$ cat config.mk
export PLATFORM = sky130hd
export DESIGN_NAME = pmcr_regs
export DESIGN_NICKNAME = d
export VERILOG_FILES = /design/src/include/pmcr_pkg.sv /design/src/logic/pmcr_regs.sv /design/src/logic/pmcr_blank_timer.sv
export SDC_FILE = /design/constraint.sdc
export NUM_CORES = 1
export LEC_CHECK = 0
export BUFFER_PORTS_ARGS = -buffer_cell sky130_fd_sc_hd__buf_4
export CAP_MARGIN = 25
export CORE_AREA = 2 2 97 99
export DETAILED_ROUTE_END_ITERATION = 8
export DIE_AREA = 0 0 99 101
export HOLD_SLACK_MARGIN = 0.1
export PLACE_DENSITY = 0.75
export RECOVER_POWER = 100
export SYNTH_ARGS = -nofsm -noshare
export SYNTH_HDL_FRONTEND = slang
export SYNTH_HIERARCHICAL = 1
export SYNTH_SLANG_ARGS = --single-unit
$ cat constraint.sdc
create_clock -name pclk -period 3.4 [get_ports pclk]
set_clock_uncertainty 0.2 [all_clocks]
set_input_delay 0.34 -clock pclk [delete_from_list [all_inputs] [get_ports pclk]]
set_output_delay 0.34 -clock pclk [all_outputs]
set_load 0.01 [all_outputs]
$ cat src/include/pmcr_pkg.sv
// constants of the port mode configuration register bank
package pmcr_pkg;
    // ------------------------------------------------------------
    // register indices and logical device bases
    // ------------------------------------------------------------
    localparam logic [7:0]  IDX_MODE        = 8'hf0;
    localparam logic [7:0]  IDX_OPTION      = 8'hf1;
    localparam logic [7:0]  IDX_TIMEOUT     = 8'hf2;
    localparam logic [11:0] BASE_PARALLEL   = 12'h000;
    localparam logic [11:0] BASE_UART_ONE   = 12'h400;
    localparam logic [11:0] BASE_UART_TWO   = 12'h800;
    localparam logic [11:0] BASE_EVENTS     = 12'hc00;
    localparam logic [11:0] ADDR_PP_MODE    = BASE_PARALLEL + {2'h0, IDX_MODE, 2'h0};
    localparam logic [11:0] ADDR_PP_MUX     = BASE_PARALLEL + {2'h0, IDX_OPTION, 2'h0};
    localparam logic [11:0] ADDR_U1_MODE    = BASE_UART_ONE + {2'h0, IDX_MODE, 2'h0};
    localparam logic [11:0] ADDR_U2_MODE    = BASE_UART_TWO + {2'h0, IDX_MODE, 2'h0};
    localparam logic [11:0] ADDR_IR_OPTION  = BASE_UART_TWO + {2'h0, IDX_OPTION, 2'h0};
    localparam logic [11:0] ADDR_IR_TIMEOUT = BASE_UART_TWO + {2'h0, IDX_TIMEOUT, 2'h0};
    localparam logic [11:0] ADDR_EV_STATUS  = BASE_EVENTS + 12'h000;
    localparam logic [11:0] ADDR_EV_MASK    = BASE_EVENTS + 12'h004;

    // ------------------------------------------------------------
    // reset values and writable bits
    // ------------------------------------------------------------
    localparam logic [7:0] RST_PP_MODE    = 8'h3c;
    localparam logic [7:0] RST_PP_MUX     = 8'h00;
    localparam logic [7:0] RST_U1_MODE    = 8'h00;
    localparam logic [7:0] RST_U2_MODE    = 8'h00;
    localparam logic [7:0] RST_IR_OPTION  = 8'h02;
    localparam logic [7:0] RST_IR_TIMEOUT = 8'h03;
    localparam logic [7:0] WM_PP_MODE     = 8'hff;
    localparam logic [7:0] WM_PP_MUX      = 8'h03;
    localparam logic [7:0] WM_U1_MODE     = 8'h83;
    localparam logic [7:0] WM_U2_MODE     = 8'h03;
    localparam logic [7:0] WM_IR_OPTION   = 8'h7f;
    localparam logic [7:0] WM_IR_TIMEOUT  = 8'hff;

    // ------------------------------------------------------------
    // field positions
    // ------------------------------------------------------------
    localparam int PP_MODE_LSB   = 0;
    localparam int PP_THR_LSB    = 3;
    localparam int PP_IRQ_TYPE   = 7;
    localparam int U_MIDI        = 0;
    localparam int U_HIGH_SPEED  = 1;
    localparam int U_SHARE_IRQ   = 7;
    localparam int IR_RX_POL     = 0;
    localparam int IR_TX_POL     = 1;
    localparam int IR_HALF       = 2;
    localparam int IR_MODE_LSB   = 3;
    localparam int IR_ALT_PINS   = 6;
    localparam int EV_BLANK_DONE = 0;
    localparam int EV_RX_EDGE    = 1;

    // ------------------------------------------------------------
    // encodings
    // ------------------------------------------------------------
    localparam logic [2:0] PPM_PRINTER  = 3'h4;
    localparam logic [2:0] PPM_SPP      = 3'h0;
    localparam logic [2:0] PPM_EPP19    = 3'h1;
    localparam logic [2:0] PPM_EPP17    = 3'h5;
    localparam logic [2:0] PPM_ECP      = 3'h2;
    localparam logic [2:0] PPM_ECP_E19  = 3'h3;
    localparam logic [2:0] PPM_ECP_E17  = 3'h7;
    localparam logic [1:0] MUX_NORMAL   = 2'h0;
    localparam logic [1:0] MUX_SPLIT    = 2'h1;
    localparam logic [1:0] MUX_ALL      = 2'h2;

    // ------------------------------------------------------------
    // timing
    // ------------------------------------------------------------
    localparam int CLK_KHZ      = 20000;
    localparam int STEP_US      = 100;
    localparam int STEP_CYCLES  = (STEP_US * CLK_KHZ) / 1000;
    localparam logic [10:0] STEP_LAST = 11'(STEP_CYCLES - 1);
endpackage

$ cat src/logic/pmcr_regs.sv
// port mode configuration register bank with apb access
//
// Decided for this implementation: the APB register port.
`timescale 1ns/1ps

// Overview of operation
// - Bits 2:0 of the parallel mode register pick printer (reset), standard, EPP, ECP and combined modes.
// - Bits 6:3 of the parallel mode register hold the ECP FIFO threshold, reset to 0111.
// - Interrupt type one gives a low pulse then release, zero makes it follow the request or a level.
// - The interrupt type bit is ignored in printer and standard modes.
// - The drive mux field gives normal port, drive 0 on floppy pins and drive 1 on port pins, or both on port pins.
// - Bit 0 of each UART mode register enables MIDI support, off at reset.
// - Bit 1 of each UART mode register enables the high-speed option, off at reset.
// - Bit 7 of the first UART mode register makes both UARTs drive a common interrupt.
// - With sharing on, an interrupt from either UART asserts both UART interrupt pins.
// - Infrared receive polarity is bit 0 (low at reset) and transmit polarity bit 1 (high at reset).
// - Bit 2 of the infrared option chooses full duplex (reset) or half duplex.
// - Bits 5:3 pick the infrared mode: standard at 000, IrDA at 001, 011 reserved.
// - Bit 6 routes infrared over the second UART pins (reset) or the alternate infrared pins.
// - The turnaround register blanks receive after transmit in 100 us steps, zero only during transmit.
// - The registers reset only on hard reset and ignore soft resets.
module pmcr_regs
    import pmcr_pkg::*;
(
    // clock and reset
    input  wire logic        pclk,
    input  wire logic        presetn,
    // apb slave
    input  wire logic        psel,
    input  wire logic        penable,
    input  wire logic        pwrite,
    input  wire logic [11:0] paddr,
    input  wire logic [31:0] pwdata,
    output logic             pready,
    output logic [31:0]      prdata,
    output logic             pslverr,
    // event interrupt
    output logic             irq,
    // parallel port core
    output logic [2:0]       pp_mode,
    output logic [3:0]       pp_fifo_threshold,
    input  wire logic        pp_irq_request,
    output logic             pp_irq_out,
    output logic             pp_irq_oe,
    // floppy drive mux
    output logic             split_drive_mux,
    output logic             all_drives_on_port_pins,
    // uart cores
    output logic [1:0]       uart_midi_enable,
    output logic [1:0]       uart_high_speed,
    input  wire logic [1:0]  uart_irq_request,
    output logic [1:0]       uart_irq_out,
    // infrared core
    output logic [2:0]       ir_mode,
    output logic             ir_half_duplex,
    input  wire logic        ir_tx_data,
    input  wire logic        ir_tx_busy,
    output logic             ir_rx_data,
    // infrared pins
    input  wire logic        second_uart_receive_pin,
    input  wire logic        alt_infrared_receive_pin,
    output logic             second_uart_transmit_pin,
    output logic             alt_infrared_transmit_pin
);
    // ------------------------------------------------------------
    // state
    // ------------------------------------------------------------
    typedef struct packed {
        logic [7:0]  pp_mode_r;
        logic [7:0]  pp_mux_r;
        logic [7:0]  u1_mode_r;
        logic [7:0]  u2_mode_r;
        logic [7:0]  ir_opt_r;
        logic [7:0]  ir_to_r;
        logic [1:0]  ev_status;
        logic [1:0]  ev_mask;
        logic        pready;
        logic [31:0] prdata;
        logic        pslverr;
        logic        irq;
        logic [1:0]  rx_sync1;
        logic [1:0]  rx_sync2;
        logic        rx_prev;
        logic        pp_req_prev;
        logic        pp_irq_out;
        logic        pp_irq_oe;
        logic [1:0]  uart_irq_out;
        logic        ir_rx_data;
        logic        tx_second;
        logic        tx_alt;
    } pmcr_state_t;

    pmcr_state_t st;
    pmcr_state_t next_st;
    logic        blank;
    logic        blank_done;

    // ------------------------------------------------------------
    // address decode
    // ------------------------------------------------------------
    function automatic logic [3:0] pmcr_decode(input logic [11:0] addr);
        case (addr)
            ADDR_PP_MODE:    pmcr_decode = 4'h1;
            ADDR_PP_MUX:     pmcr_decode = 4'h2;
            ADDR_U1_MODE:    pmcr_decode = 4'h3;
            ADDR_U2_MODE:    pmcr_decode = 4'h4;
            ADDR_IR_OPTION:  pmcr_decode = 4'h5;
            ADDR_IR_TIMEOUT: pmcr_decode = 4'h6;
            ADDR_EV_STATUS:  pmcr_decode = 4'h7;
            ADDR_EV_MASK:    pmcr_decode = 4'h8;
            default:         pmcr_decode = 4'h0;
        endcase
    endfunction

    function automatic logic [7:0] pmcr_merge(input logic [7:0] old, input logic [7:0] wdata,
                                              input logic [7:0] wmask);
        pmcr_merge = (old & ~wmask) | (wdata & wmask);
    endfunction

    // ------------------------------------------------------------
    // half duplex blanking
    // ------------------------------------------------------------
    pmcr_blank_timer u_blank (
        .pclk      (pclk),
        .presetn   (presetn),
        .tx_active (ir_tx_busy & st.ir_opt_r[IR_HALF]),
        .timeout   (st.ir_to_r),
        .blank     (blank),
        .done      (blank_done)
    );

    // ------------------------------------------------------------
    // next state
    // ------------------------------------------------------------
    always_comb begin
        logic [3:0] sel;
        logic       wr;
        logic [2:0] mode;
        logic [1:0] ev_set;
        logic       rx_pin;
        logic       rx_logic;
        logic       tx_pin;
        logic       pp_irq_typed;
        sel          = pmcr_decode(paddr);
        wr           = psel & penable & st.pready & pwrite;
        mode         = st.pp_mode_r[PP_MODE_LSB +: 3];
        ev_set       = 2'h0;
        rx_pin       = 1'b0;
        rx_logic     = 1'b0;
        tx_pin       = 1'b0;
        pp_irq_typed = 1'b0;
        next_st      = st;

        // apb: one wait cycle, answer in the second access cycle
        next_st.pready  = psel & penable & ~st.pready;
        next_st.pslverr = psel & penable & ~st.pready & (sel == 4'h0);
        next_st.prdata  = 32'h0000_0000;
        if (psel & penable & ~st.pready & ~pwrite) begin
            case (sel)
                4'h1:    next_st.prdata = {24'h000000, st.pp_mode_r};
                4'h2:    next_st.prdata = {24'h000000, st.pp_mux_r};
                4'h3:    next_st.prdata = {24'h000000, st.u1_mode_r};
                4'h4:    next_st.prdata = {24'h000000, st.u2_mode_r};
                4'h5:    next_st.prdata = {24'h000000, st.ir_opt_r};
                4'h6:    next_st.prdata = {24'h000000, st.ir_to_r};
                4'h7:    next_st.prdata = {30'h00000000, st.ev_status};
                4'h8:    next_st.prdata = {30'h00000000, st.ev_mask};
                default: next_st.prdata = 32'h0000_0000;
            endcase
        end
        if (wr) begin
            case (sel)
                4'h1:    next_st.pp_mode_r = pmcr_merge(st.pp_mode_r, pwdata[7:0], WM_PP_MODE);
                4'h2:    next_st.pp_mux_r  = pmcr_merge(st.pp_mux_r, pwdata[7:0], WM_PP_MUX);
                4'h3:    next_st.u1_mode_r = pmcr_merge(st.u1_mode_r, pwdata[7:0], WM_U1_MODE);
                4'h4:    next_st.u2_mode_r = pmcr_merge(st.u2_mode_r, pwdata[7:0], WM_U2_MODE);
                4'h5:    next_st.ir_opt_r  = pmcr_merge(st.ir_opt_r, pwdata[7:0], WM_IR_OPTION);
                4'h6:    next_st.ir_to_r   = pmcr_merge(st.ir_to_r, pwdata[7:0], WM_IR_TIMEOUT);
                4'h8:    next_st.ev_mask   = pwdata[1:0];
                default: next_st.ev_mask   = st.ev_mask;
            endcase
        end

        // infrared receive path: synchronise, pick location, fix polarity, blank
        next_st.rx_sync1 = {alt_infrared_receive_pin, second_uart_receive_pin};
        next_st.rx_sync2 = st.rx_sync1;
        rx_pin           = st.ir_opt_r[IR_ALT_PINS] ? st.rx_sync2[1] : st.rx_sync2[0];
        rx_logic         = rx_pin ^ st.ir_opt_r[IR_RX_POL];
        next_st.rx_prev  = rx_logic;
        next_st.ir_rx_data = rx_logic & ~blank;

        // infrared transmit path, idle line sits at the inactive level
        tx_pin            = ir_tx_data ^ st.ir_opt_r[IR_TX_POL];
        next_st.tx_second = st.ir_opt_r[IR_ALT_PINS] ? ~st.ir_opt_r[IR_TX_POL] : tx_pin;
        next_st.tx_alt    = st.ir_opt_r[IR_ALT_PINS] ? tx_pin : ~st.ir_opt_r[IR_TX_POL];

        // uart interrupt routing
        if (st.u1_mode_r[U_SHARE_IRQ]) begin
            next_st.uart_irq_out = {2{|uart_irq_request}};
        end else begin
            next_st.uart_irq_out = uart_irq_request;
        end

        // parallel port interrupt pin
        next_st.pp_req_prev = pp_irq_request;
        pp_irq_typed = st.pp_mode_r[PP_IRQ_TYPE] & (mode != PPM_PRINTER) & (mode != PPM_SPP);
        if (pp_irq_typed) begin
            next_st.pp_irq_out = 1'b0;
            next_st.pp_irq_oe  = pp_irq_request & ~st.pp_req_prev;
        end else begin
            next_st.pp_irq_out = pp_irq_request;
            next_st.pp_irq_oe  = 1'b1;
        end

        // events: set wins over write-one-to-clear
        ev_set[EV_BLANK_DONE] = blank_done;
        ev_set[EV_RX_EDGE]    = rx_logic ^ st.rx_prev;
        if (wr && sel == 4'h7) begin
            next_st.ev_status = (st.ev_status & ~pwdata[1:0]) | ev_set;
        end else begin
            next_st.ev_status = st.ev_status | ev_set;
        end
        next_st.irq = |(next_st.ev_status & next_st.ev_mask);
    end

    // ------------------------------------------------------------
    // state register, hard reset only
    // ------------------------------------------------------------
    always_ff @(posedge pclk or negedge presetn) begin
        if (!presetn) begin
            st           <= '0;
            st.pp_mode_r <= RST_PP_MODE;
            st.pp_mux_r  <= RST_PP_MUX;
            st.u1_mode_r <= RST_U1_MODE;
            st.u2_mode_r <= RST_U2_MODE;
            st.ir_opt_r  <= RST_IR_OPTION;
            st.ir_to_r   <= RST_IR_TIMEOUT;
            st.tx_second <= 1'b0;
            st.tx_alt    <= 1'b0;
            st.pp_irq_oe <= 1'b0;
        end else begin
            st <= next_st;
        end
    end

    // ------------------------------------------------------------
    // outputs
    // ------------------------------------------------------------
    assign pready                    = st.pready;
    assign prdata                    = st.prdata;
    assign pslverr                   = st.pslverr;
    assign irq                       = st.irq;
    assign pp_mode                   = st.pp_mode_r[PP_MODE_LSB +: 3];
    assign pp_fifo_threshold         = st.pp_mode_r[PP_THR_LSB +: 4];
    assign pp_irq_out                = st.pp_irq_out;
    assign pp_irq_oe                 = st.pp_irq_oe;
    assign split_drive_mux           = (st.pp_mux_r[1:0] == MUX_SPLIT);
    assign all_drives_on_port_pins   = (st.pp_mux_r[1:0] == MUX_ALL);
    assign uart_midi_enable          = {st.u2_mode_r[U_MIDI], st.u1_mode_r[U_MIDI]};
    assign uart_high_speed           = {st.u2_mode_r[U_HIGH_SPEED], st.u1_mode_r[U_HIGH_SPEED]};
    assign uart_irq_out              = st.uart_irq_out;
    assign ir_mode                   = st.ir_opt_r[IR_MODE_LSB +: 3];
    assign ir_half_duplex            = st.ir_opt_r[IR_HALF];
    assign ir_rx_data                = st.ir_rx_data;
    assign second_uart_transmit_pin  = st.tx_second;
    assign alt_infrared_transmit_pin = st.tx_alt;
endmodule

$ cat src/logic/pmcr_blank_timer.sv
// receive blanking timer for half duplex infrared
`timescale 1ns/1ps
module pmcr_blank_timer
    import pmcr_pkg::*;
(
    // clock and reset
    input  wire logic       pclk,
    input  wire logic       presetn,
    // control
    input  wire logic       tx_active,
    input  wire logic [7:0] timeout,
    // status
    output logic            blank,
    output logic            done
);
    typedef struct packed {
        logic [7:0]  steps;
        logic [10:0] cycles;
        logic        blank;
        logic        done;
    } pmcr_tmr_t;

    pmcr_tmr_t st;
    pmcr_tmr_t next_st;

    always_comb begin
        next_st      = st;
        next_st.done = 1'b0;
        if (tx_active) begin
            next_st.blank  = 1'b1;
            next_st.steps  = timeout;
            next_st.cycles = 11'h000;
        end else if (st.blank) begin
            if (st.steps == 8'h00) begin
                next_st.blank = 1'b0;
                next_st.done  = 1'b1;
            end else if (st.cycles == STEP_LAST) begin
                next_st.cycles = 11'h000;
                next_st.steps  = st.steps - 8'h01;
            end else begin
                next_st.cycles = st.cycles + 11'h001;
            end
        end
    end

    always_ff @(posedge pclk or negedge presetn) begin
        if (!presetn) begin
            st <= '0;
        end else begin
            st <= next_st;
        end
    end

    assign blank = st.blank;
    assign done  = st.done;
endmodule

==> results.md, run 1 <==
- Relative slew slack: -3.32%
- DR vias: 3122
- Number of synthesis warnings: 6
- Pwr Density: 352 mW/mm2
- Ys flop type: dfrtp_1
- CP startpoint kind: flip-flop
- Die Wd: 99 um
- Worst r2r src: ir_half_duplex$_DFFE_PN0P_
- Final wirelength: 8800 um
- R2R cell count: 5
- Reg2reg setup slack: 0.72 ns
- Hold Startpoint: ir_tx_data
- Fin. Hold Viols: 0
- Sequential share of the synthesized area: 45.8%
- Largest net degree at the start of global routing: 80
- Post-detailed-route via-to-cell ratio: 5.52
- Async SR Flop Fraction: 100%
- Final Core Density: 54.1%
- Setup TNS: 0 ns
- CTS Buf Count: 9
- TritonRoute pass-1 iters: 5
- Leakage power total: 2.19 nW
- Slowest cell on the critical path: or4b_1
- Cells after Synth: 389
- CTS H-Tree Depth: 3
- Total Power: 1.71 mW
- Tot GR Track Use: 18.0%
- Switching Power: 0.439 mW
- Via count of the first global-routing pass: 3036
- Worst-path fanout max: 9
- Clk Latency, worst-skew pair: 0.35 ns
- Ant diodes: 0
- Max clock buf depth: 2
- Die Y: 101 um
- Clock transition at path regs: 0.09 ns
- Post-synth EDFFs: 0
- Net Sw Frac: 25.7%
- Sink Count: 79
- CP arrival: 2.75 ns
- Top-level I/O count: 115
- CP required: 3.47 ns
- Worst hold path cell count: 3
- Final setup viols: 0
- Status: finished, violations left
- Max VDD drop: 0.199 mV
- Area of the multi-input gates: 0.00192 mm2
- Violated checks: capacitance limit, slew limit
- Core Area: 0.00898 mm2
- Post-CTS Hold Buffers: 17
- Post-Syn Area per Cell: 11.2 um2
- RSZ-0062 raised after global routing: no
- Setup repair bufs after CTS: 0
- Post-DP HPWL: 6200 um
- DRT iter0 DRCs: 264
- Drc violations: 0
- Internal power: 1.27 mW
- Slew of the pin with the lowest slew margin: 1.55 ns
- Combinational fraction of design power: 7.4%
- HP Class: input port to flip-flop
- Slew Viols, Final: 27
- CTS tree: yes
- # rows: 35
- Total gr overflow: 0
- Root Buffer: clkbuf_8
- Critical path type: flip-flop to flip-flop
- Nets: 509
- Starting Density: 48.3%
- Port bufs: 66
- DRT antenna net count: 0
- Share of cells above drive strength 1: 20.2%
- Post-synthesis register bit count: 79
- Routed WL per cell: 15.5 um
- Cts repair resizes: 0
- Fillers: 817
- Slowest stage delay, CP: 0.67 ns
- Crit path time final: 2.68 ns
- Initial antenna violation count: 0
- Clock share of power: 37.1%
- Synth cell types: 76
- Cell area after synthesis: 0.00434 mm2
- RePlAce Congestion: 0.845
- CP endpoint kind: flip-flop
- Max-cap violations: 1
- Crit path cell chain: and2_0, or4b_1, o21ai_0, o21ai_0, a21oi_1
- Final Cycle Share: 78.9%
- Critical path's most frequent cell: o21ai_0
- FMAX: 373 MHz
- Die ar.: 0.0100 mm2
- Worst hold endpoint: alt_infrared_transmit_pin$_DFF_PN0_
- Critical R2R Capture: u_blank/st[7]$_DFFE_PN0P_
- Area Growth Syn to Fin: 11.9%
- First-pass GRT wire length: 14500 um
- FF/Latch Area: 0.00199 mm2
- Reg power frac: 55.5%
layout by cell type, fill, tap and decap left out, types with 4 or more instances in the layout:
cell,Yosys,final
dfrtp_1,72,72
clkbuf_1,3,33
buf_4,49,30
nor2_1,27,27
conb_1,1,24
mux2_1,21,22
nand2_1,17,17
dlygate4sd3_1,0,17
mux2_2,12,12
inv_1,11,11
nand3_1,9,10
a21oi_1,9,9
clkbuf_8,0,9
and3_1,7,8
o21ai_0,6,8
a31oi_1,8,8
or3_1,6,6
or2_2,6,6
a222oi_1,6,6
clkbuf_4,0,6
nor4_1,4,5
nor4_4,5,4
nor2b_1,4,4
xnor2_1,4,4
and4_1,4,4
dfstp_1,0,4
o31ai_1,4,4
power groups by stage:
stage                     Clock, mW  Sequential (mW)  Combinational, mW
after floorplan                   0            0.970             0.0680
after global placement            0            0.968              0.112
after detailed placement          0            0.969              0.114
after CTS                     0.653            0.950              0.130
after global routing          0.696            0.951              0.141
final                         0.634            0.950              0.127
stage by stage:
| step | hold slack [ns] | setup WS (ns) | area (um2) | instances |
|---|---|---|---|---|
| finish | 0.111 | 0.716 | 4860 | 566 |
| global route | 0.126 | 0.589 | 4860 | 566 |
| CTS | 0.103 | 0.860 | 4990 | 565 |
| detailed placement | 0.140 | 0.770 | 4640 | 532 |
| global placement | 0.136 | 0.815 | 4640 | 532 |
| floorplan | -0.156 | 1.17 | 4430 | 412 |
cells by family after synthesis:
group,after synthesis,synth area share (%)
AO/OA/AOI/OAI,65,11.4
adder cells (fa/ha/maj),3,0.865
flip-flops,79,45.8
XOR/XNOR,7,1.41
buffers and inverters,71,11.2
AND/OR/NAND/NOR,126,19.7
other,1,0.0864
multiplexers,37,9.60
layer usage:
layer	track usage [%]	up-vias	routed length [um]
li1	-	1477	-
met5	0	-	0
met4	6.53	0	125
met2	29.2	105	4300
met3	3.05	12	482
met1	24.3	1528	3890
registers in the layout, summed over array words and instances, names as in the netlist, 2 cells and up:
name	flops
st	23
u_blank/st	19
prdata	8
pp_fifo_threshold	4
ir_mode	3
pp_mode	3
next_st	2
uart_high_speed	2
uart_irq_out	2
uart_midi_enable	2
cells in the mapped netlist, types with 3 or more instances:
library cell | n | share of area [%]
nor2b_1 | 4 | 0.58
buf_4 | 49 | 8.5
buf_6 | 4 | 1.0
or4_1 | 3 | 0.52
a31oi_1 | 8 | 1.2
nor2_1 | 27 | 2.3
nand2b_1 | 3 | 0.43
o31ai_1 | 4 | 0.69
and3_1 | 7 | 1.0
and2_1 | 4 | 0.58
nand2_1 | 17 | 1.5
nor4_1 | 4 | 0.58
nand3_1 | 9 | 1.0
o21ai_0 | 6 | 0.69
mux2_2 | 12 | 3.1
nor4_4 | 5 | 2.5
inv_1 | 11 | 0.95
a21oi_1 | 9 | 1.0
mux2i_1 | 3 | 0.69
dfrtp_1 | 72 | 42
or3_1 | 6 | 0.87
o21ai_1 | 3 | 0.35
dfstp_2 | 7 | 4.2
mux2_1 | 21 | 5.4
nand4_1 | 3 | 0.43
a222oi_1 | 6 | 1.4
ha_1 | 3 | 0.87
a21o_1 | 3 | 0.52
clkbuf_1 | 3 | 0.26
and4_1 | 4 | 0.81
xnor2_1 | 4 | 0.81
or2_2 | 6 | 0.87
xor2_1 | 3 | 0.61
nor3_1 | 3 | 0.35
worst max-delay path: cells and delay by family (launching register included):
family	cells	cell delay [ns]
AOI/OAI and AO/OA	3	0.98
and+or+nand+nor	2	1.00
DFF	1	0.42
layout make-up:
| class | instances | area share [%] |
|---|---|---|
| clock inverter | 7 | 1.13 |
| tap | 111 | 2.86 |
| timing repair buffer | 87 | 12.2 |
| multi-input combinational | 262 | 39.5 |
| inverter | 11 | 0.850 |
| clock buffer | 9 | 2.55 |
| sequential | 79 | 40.9 |
worst max-delay path by stage:
| stage | startpoint | end | slack [ns] | depth (start not counted) |
|---|---|---|---|---|
| floorplan | paddr[2] | pp_fifo_threshold[3]$_DFFE_PN0P_ | 1.17 | 8 |
| global placement | paddr[2] | st[99]$_DFFE_PN0P_ | 0.82 | 6 |
| detailed placement | paddr[2] | pp_mode[1]$_DFFE_PN0P_ | 0.77 | 6 |
| CTS | ir_half_duplex$_DFFE_PN0P_ | u_blank/st[7]$_DFFE_PN0P_ | 0.86 | 5 |
| global route | ir_half_duplex$_DFFE_PN0P_ | u_blank/st[7]$_DFFE_PN0P_ | 0.59 | 5 |
| finish | ir_half_duplex$_DFFE_PN0P_ | u_blank/st[7]$_DFFE_PN0P_ | 0.72 | 5 |
No activity file was read; power rests on OpenSTA's default activity.
==> inputs of run 2 (changes only) <==
- CORE_AREA: 2 2 97 99 -> 2 2 99 101
- DIE_AREA: 0 0 99 101 -> 0 0 101 103
- clock period: 3.4 -> 2.4 ns (I/O delays scaled with it)
==> results.md, run 2 (synthesis gave the netlist of run 1 again) <==
- Pwr Density: 509 mW/mm2 (+44%)
- Slew of the pin with the lowest slew margin: 1.19 ns (-0.360 ns)
- Max-cap violations: 0 (-1)
- Max VDD drop: 0.307 mV (+54%)
- Crit path cell chain: and2_1, buf_4, nor4b_2, clkbuf_1, nor4_4, nand4_1, or3b_1
- Tot GR Track Use: 17.7% (-0.25 points)
- Biggest register: st
- Combinational fraction of design power: 7.1% (-0.3 points)
- RSZ-0062 raised after global routing: no
- Clock share of power: 39.4% (+2.3 points)
- Area Growth Syn to Fin: 13.8%
- DRT iter0 DRCs: 169 (-36%)
- Setup TNS: 0 ns (unchanged)
- Total gr overflow: 0 (unchanged)
- Clk Latency, worst-skew pair: 0.35 ns (about the same)
- Worst-path fanout max: 14 (+5)
- Final wirelength: 9050 um (+2.8%)
- Total Power: 2.51 mW (+47%)
- Starting Density: 45.9% (-2.5 points)
- CP arrival: 2.28 ns (-0.47 ns)
- Initial antenna violation count: 0 (unchanged)
- CTS Buf Count: 9 (unchanged)
- Placed instance area: 0.00474 mm2 (+2.2%)
- Final instance area: 0.00494 mm2 (+1.7%)
- CTS tree: yes
- Share of cells above drive strength 1: 21.4% (+1.1 points)
- Post-detailed-route via-to-cell ratio: 5.46 (-0.94%)
- Hold Startpoint: next_st[9]$_DFF_PN0_
- DRT antenna net count: 0 (unchanged)
- Port bufs: 66 (unchanged)
- Setup repair bufs after CTS: 0 (unchanged)
- CP delay by family, top: simple AND/OR/NAND/NOR gates
- RePlAce Congestion: 0.835 (-1.1%)
- Final Cycle Share: 94.0% (+15 points)
- Status: finished clean
- Internal power: 1.90 mW (+49%)
- Sink Count: 79 (unchanged)
- # rows: 36 (+2.9%)
- Slowest stage delay, CP: 0.42 ns (-0.25 ns)
- Slowest cell on the critical path: dfrtp_1
- TritonRoute pass-1 iters: 4 (-1)
- Leakage power total: 2.24 nW (+2.2%)
- Crit path time final: 2.26 ns (-0.429 ns)
- Commonest non-fill, non-tap cell in the layout: dfrtp_1
- Routed WL per cell: 15.5 um (about the same)
- Max clock buf depth: 2 (unchanged)
- Switching Power: 0.617 mW (+40%)
- Drc violations: 0 (unchanged)
- Bufs and invs on worst path: 2 (+2)
- Die ar.: 0.0104 mm2 (+4.0%)
- Final setup viols: 0 (unchanged)
- Post-DP HPWL: 6510 um (+4.9%)
- Nets: 522 (+2.6%)
- Top-level I/O count: 115 (unchanged)
- Ant diodes: 0 (unchanged)
- Largest net degree at the start of global routing: 49 (-39%)
- FMAX: 443 MHz (+19%)
- Die Wd: 101 um (+2.0%)
- CP endpoint kind: flip-flop
- CP required: 2.42 ns (-1.05 ns)
- Reg power frac: 53.5% (-2.0 points)
- Critical path type: flip-flop to flip-flop
- Via count of the first global-routing pass: 2996 (-1.3%)
- Root Buffer: clkbuf_8
- Worst Setup SP: ir_half_duplex$_DFFE_PN0P_
- First-pass GRT wire length: 14600 um (+0.66%)
- Die Y: 103 um (+2.0%)
- HP Class: flip-flop to flip-flop
- Net Sw Frac: 24.5% (-1.1 points)
- CTS H-Tree Depth: 3 (unchanged)
- Worst r2r src: ir_half_duplex$_DFFE_PN0P_
- CP startpoint kind: flip-flop
- Largest register FFs: 23 (unchanged)
- Fin. Hold Viols: 0 (unchanged)
- Core Area: 0.00946 mm2 (+5.4%)
- DR vias: 3180 (+1.9%)
- Relative slew slack: 20.7% (+24 points)
- Most frequent cells in the layout: dfrtp_1 (72), clkbuf_1 (38), buf_4 (36), nor2_1 (27), conb_1 (24)
- Slew Viols, Final: 0 (-100%)
- Clock transition at path regs: 0.08 ns (about the same)
run 2: changes by cell type in the layout (fill, tap and decap cells not counted), sizes merged:
| cell | before | now |
|---|---|---|
| buf | 31 | 36 |
| bufinv | 0 | 1 |
| clkbuf | 48 | 55 |
| dlygate4sd3 | 17 | 18 |
| inv | 13 | 12 |
run 2: repair_timing:
action                     in CTS  in global routing
resized for setup               0                  1
setup endpoints to repair       0                  6
hold endpoints to repair       90                  0
hold buffers                   18                  0
run 2: power by group through the flow:
stage	combinational [mW]	sequential, mW	clock (mW)
global placement	0.164	1.37	0
CTS	0.192	1.35	1.01
finish	0.179	1.35	0.989
detailed placement	0.168	1.37	0
floorplan	0.0963	1.37	0
global route	0.199	1.35	1.07
run 2: final cells by class:
type,count,area [um2]
inverter,11,41.3
clock inverter,7,72.6
sequential,79,1990
tap,114,143
clock buffer,9,124
multi-input combinational,262,1930
fill,858,4520
timing repair buffer,100,646
run 2: routing by layer:
layer	GRT usage [%]	vias to the layer above	wire length, um
li1	-	1498	-
met1	23.0	1590	4040
met2	30.6	85	4520
met3	2.85	7	432
met4	5.41	0	53
met5	0	-	0
run 2: path summary, 6_finish.rpt:
path | to | slack (ns) | depth (start not counted)
setup reg to reg | u_blank/st[20]$_DFFE_PN0P_ | 0.14 | 7
hold / removal | st[9]$_DFF_PN0_ | 0.15 | 0
hold reg to reg | st[9]$_DFF_PN0_ | 0.15 | 0
setup / recovery | u_blank/st[20]$_DFFE_PN0P_ | 0.14 | 7
max in group asynchronous | pp_fifo_threshold[3]$_DFFE_PN0P_ | 0.44 | 3
min in group asynchronous | st[60]$_DFFE_PN0P_ | 0.47 | 2
run 2: stage by stage:
step	cells	hold slack, ns	utilization (%)	worst slack, ns
2_1_floorplan	412	-0.256	-	0.209
3_3_place_gp	548	0.0930	50.1	0.109
3_5_place_dp	548	0.0940	50.1	0.0959
4_1_cts	582	0.157	54.1	0.0647
5_1_grt	582	0.160	52.2	0.0207
6_report	582	0.153	52.2	0.145
==> inputs of run 3 (changes only) <==
- ABC_AREA: not set -> 0
- CORE_AREA: 2 2 99 101 -> 2 2 97 99
- DIE_AREA: 0 0 101 103 -> 0 0 99 101
- clock period: 2.4 -> 2.54 ns (I/O delays scaled with it)
==> results.md, run 3 (synthesis gave the netlist of run 1 again) <==
- CP required: 2.57 ns (+0.15 ns)
- Slew of the pin with the lowest slew margin: 1.06 ns (-0.134 ns)
- Max clock buf depth: 2 (unchanged)
- FMAX: 435 MHz (-2.0%)
- CP endpoint kind: flip-flop
- Most frequent cells in the layout: dfrtp_1 (72), clkbuf_1 (37), buf_4 (34), nor2_1 (27), conb_1 (24)
- CP arrival: 2.33 ns (+0.05 ns)
- M1 GR Usage: 25.2% (+2.2 points)
- Post-detailed-route via-to-cell ratio: 5.53 (+1.2%)
- Tot GR Track Use: 18.8% (+1.1 points)
- Share of cells above drive strength 1: 20.9% (-0.46 points)
- Drc violations: 0 (unchanged)
- CTS tree: yes
- Total Power: 2.31 mW (-8.3%)
- Core Area: 0.00898 mm2 (-5.1%)
- HP Class: flip-flop to flip-flop
- Final wirelength: 9150 um (+1.1%)
- Commonest non-fill, non-tap cell in the layout: dfrtp_1
- Die ar.: 0.0100 mm2 (-3.9%)
- Clock transition at path regs: 0.09 ns (about the same)
- Leakage power total: 2.22 nW (-0.56%)
- RePlAce Congestion: 0.818 (-2.1%)
- Sink Count: 79 (unchanged)
- Slowest stage delay, CP: 0.42 ns (about the same)
- Port bufs: 66 (unchanged)
- CP startpoint kind: flip-flop
- Max VDD drop: 0.320 mV (+4.1%)
- Nets: 518 (-0.77%)
- Setup ws final: 0.239 ns (+0.0936 ns)
- Top-level I/O count: 115 (unchanged)
- TritonRoute pass-1 iters: 5 (+1)
- GR Util met3: 3.05% (+0.20 points)
- Slew Viols, Final: 0 (unchanged)
- Largest net degree at the start of global routing: 80 (+63%)
- Setup TNS: 0 ns (unchanged)
- Largest register FFs: 23 (unchanged)
- DRT antenna net count: 0 (unchanged)
- Root Buffer: clkbuf_8
- Status: finished clean
- Most Crowded Layer GR: met2
- Via count of the first global-routing pass: 3013 (+0.57%)
- Fillers: 810 (-5.6%)
- Final setup viols: 0 (unchanged)
- Area of the multi-input gates: 0.00193 mm2 (unchanged)
- First-pass GRT wire length: 15000 um (+2.7%)
- Die Wd: 99 um (-2.0%)
- Worst hold margin: 0.158 ns (+0.00532 ns)
- Met2 demand-to-capacity share in global routing: 30.6% (about the same)
- Post-DP HPWL: 6440 um (-1.1%)
- Ant diodes: 0 (unchanged)
- Pwr Density: 470 mW/mm2 (-7.6%)
- Starting Density: 48.3% (+2.5 points)
- Worst-path fanout max: 14 (unchanged)
- Biggest register: st
- DR vias: 3178 (-0.063%)
- Crit path time final: 2.30 ns (+0.0464 ns)
- Crit path cell chain: and2_0, buf_4, nor4b_2, clkbuf_1, nor4_4, nand4_1, or3b_1
- Final Cycle Share: 90.6% (-3.4 points)
- Initial antenna violation count: 0 (unchanged)
- Relative slew slack: 29.6% (+8.9 points)
- Slowest cell on the critical path: dfrtp_1
- Area Growth Syn to Fin: 13.0%
- # rows: 35 (-2.8%)
- Die Y: 101 um (-1.9%)
- Routed WL per cell: 15.9 um (+2.4%)
- Setup repair bufs after CTS: 0 (unchanged)
- CTS H-Tree Depth: 3 (unchanged)
- Critical path type: flip-flop to flip-flop
- Dpl ws: 0.193 ns (+0.0969 ns)
- CTS Buf Count: 9 (unchanged)
- FF/Latch Area: 0.00199 mm2 (unchanged)
- DRT iter0 DRCs: 185 (+9.5%)
- Fin. Hold Viols: 0 (unchanged)
- Total gr overflow: 0 (unchanged)
- Max-cap violations: 0 (unchanged)
- RSZ-0062 raised after global routing: no
- Clk Latency, worst-skew pair: 0.35 ns (about the same)
==> run 3: changes by cell type in the layout (fill, tap and decap cells not counted), moves of 2 or more <==
cell | previous run | this run
clkbuf_4 | 5 | 8
buf_4 | 36 | 34
clkbuf_2 | 3 | 0
clkinvlp_4 | 2 | 0
==> run 3: critical path, delay by kind of cell, from the launching register on <==
| family | cells | cell delay (ns) |
|---|---|---|
| buf+inv | 2 | 0.53 |
| flops | 1 | 0.42 |
| simple gates | 5 | 1.03 |
==> run 3: area by class of cell <==
class | instances | share of cell area [%]
Clock inverter | 5 | 0.817
Inverter | 11 | 0.842
Sequential cell | 79 | 40.5
Multi-Input combinational cell | 262 | 39.3
Clock buffer | 11 | 2.88
Timing Repair Buffer | 96 | 12.9
Tap cell | 111 | 2.83
==> run 3: power by group <==
part           switching [mW]  internal (mW)
clock                   0.474          0.391
combinational          0.0992         0.0685
sequential            0.00424           1.27
==> run 3: path summary, 6_finish.rpt <==
path | from | end | slack [ns] | cells past startpoint
min in group asynchronous | presetn | u_blank/st[12]$_DFFE_PN0P_ | 0.54 | 3
hold / removal | next_st[10]$_DFF_PN0_ | st[10]$_DFF_PN0_ | 0.16 | 0
setup / recovery | ir_half_duplex$_DFFE_PN0P_ | u_blank/st[20]$_DFFE_PN0P_ | 0.24 | 7
hold reg to reg | next_st[10]$_DFF_PN0_ | st[10]$_DFF_PN0_ | 0.16 | 0
setup reg to reg | ir_half_duplex$_DFFE_PN0P_ | u_blank/st[20]$_DFFE_PN0P_ | 0.24 | 7
max in group asynchronous | presetn | uart_high_speed[1]$_DFFE_PN0P_ | 0.91 | 3
==> run 3: repair_timing <==
item / CTS / global route
setup endpoints to repair: 0 / 0
gates resized for setup: 0 / 0
hold buffers: 18 / 0
hold endpoints to repair: 122 / 0
==> run 3: routing by layer <==
layer  part of all wire, %  up-vias  wire (um)
met4                   1.3        0        121
li1                      -     1499          -
met1                    44     1564       4020
met2                    49      104       4470
met3                   5.9       11        537
met5                     0        -          0
==> run 3: per-stage QoR <==
| step | cell area, um2 | instances | utilization, % |
|---|---|---|---|
| floorplan | 4430 | 412 | - |
| finish | 4900 | 575 | 54.6 |
| CTS | 5080 | 575 | 56.6 |
| detailed placement | 4720 | 541 | 52.6 |
| global placement | 4720 | 541 | 52.6 |
| global route | 4900 | 575 | 54.6 |
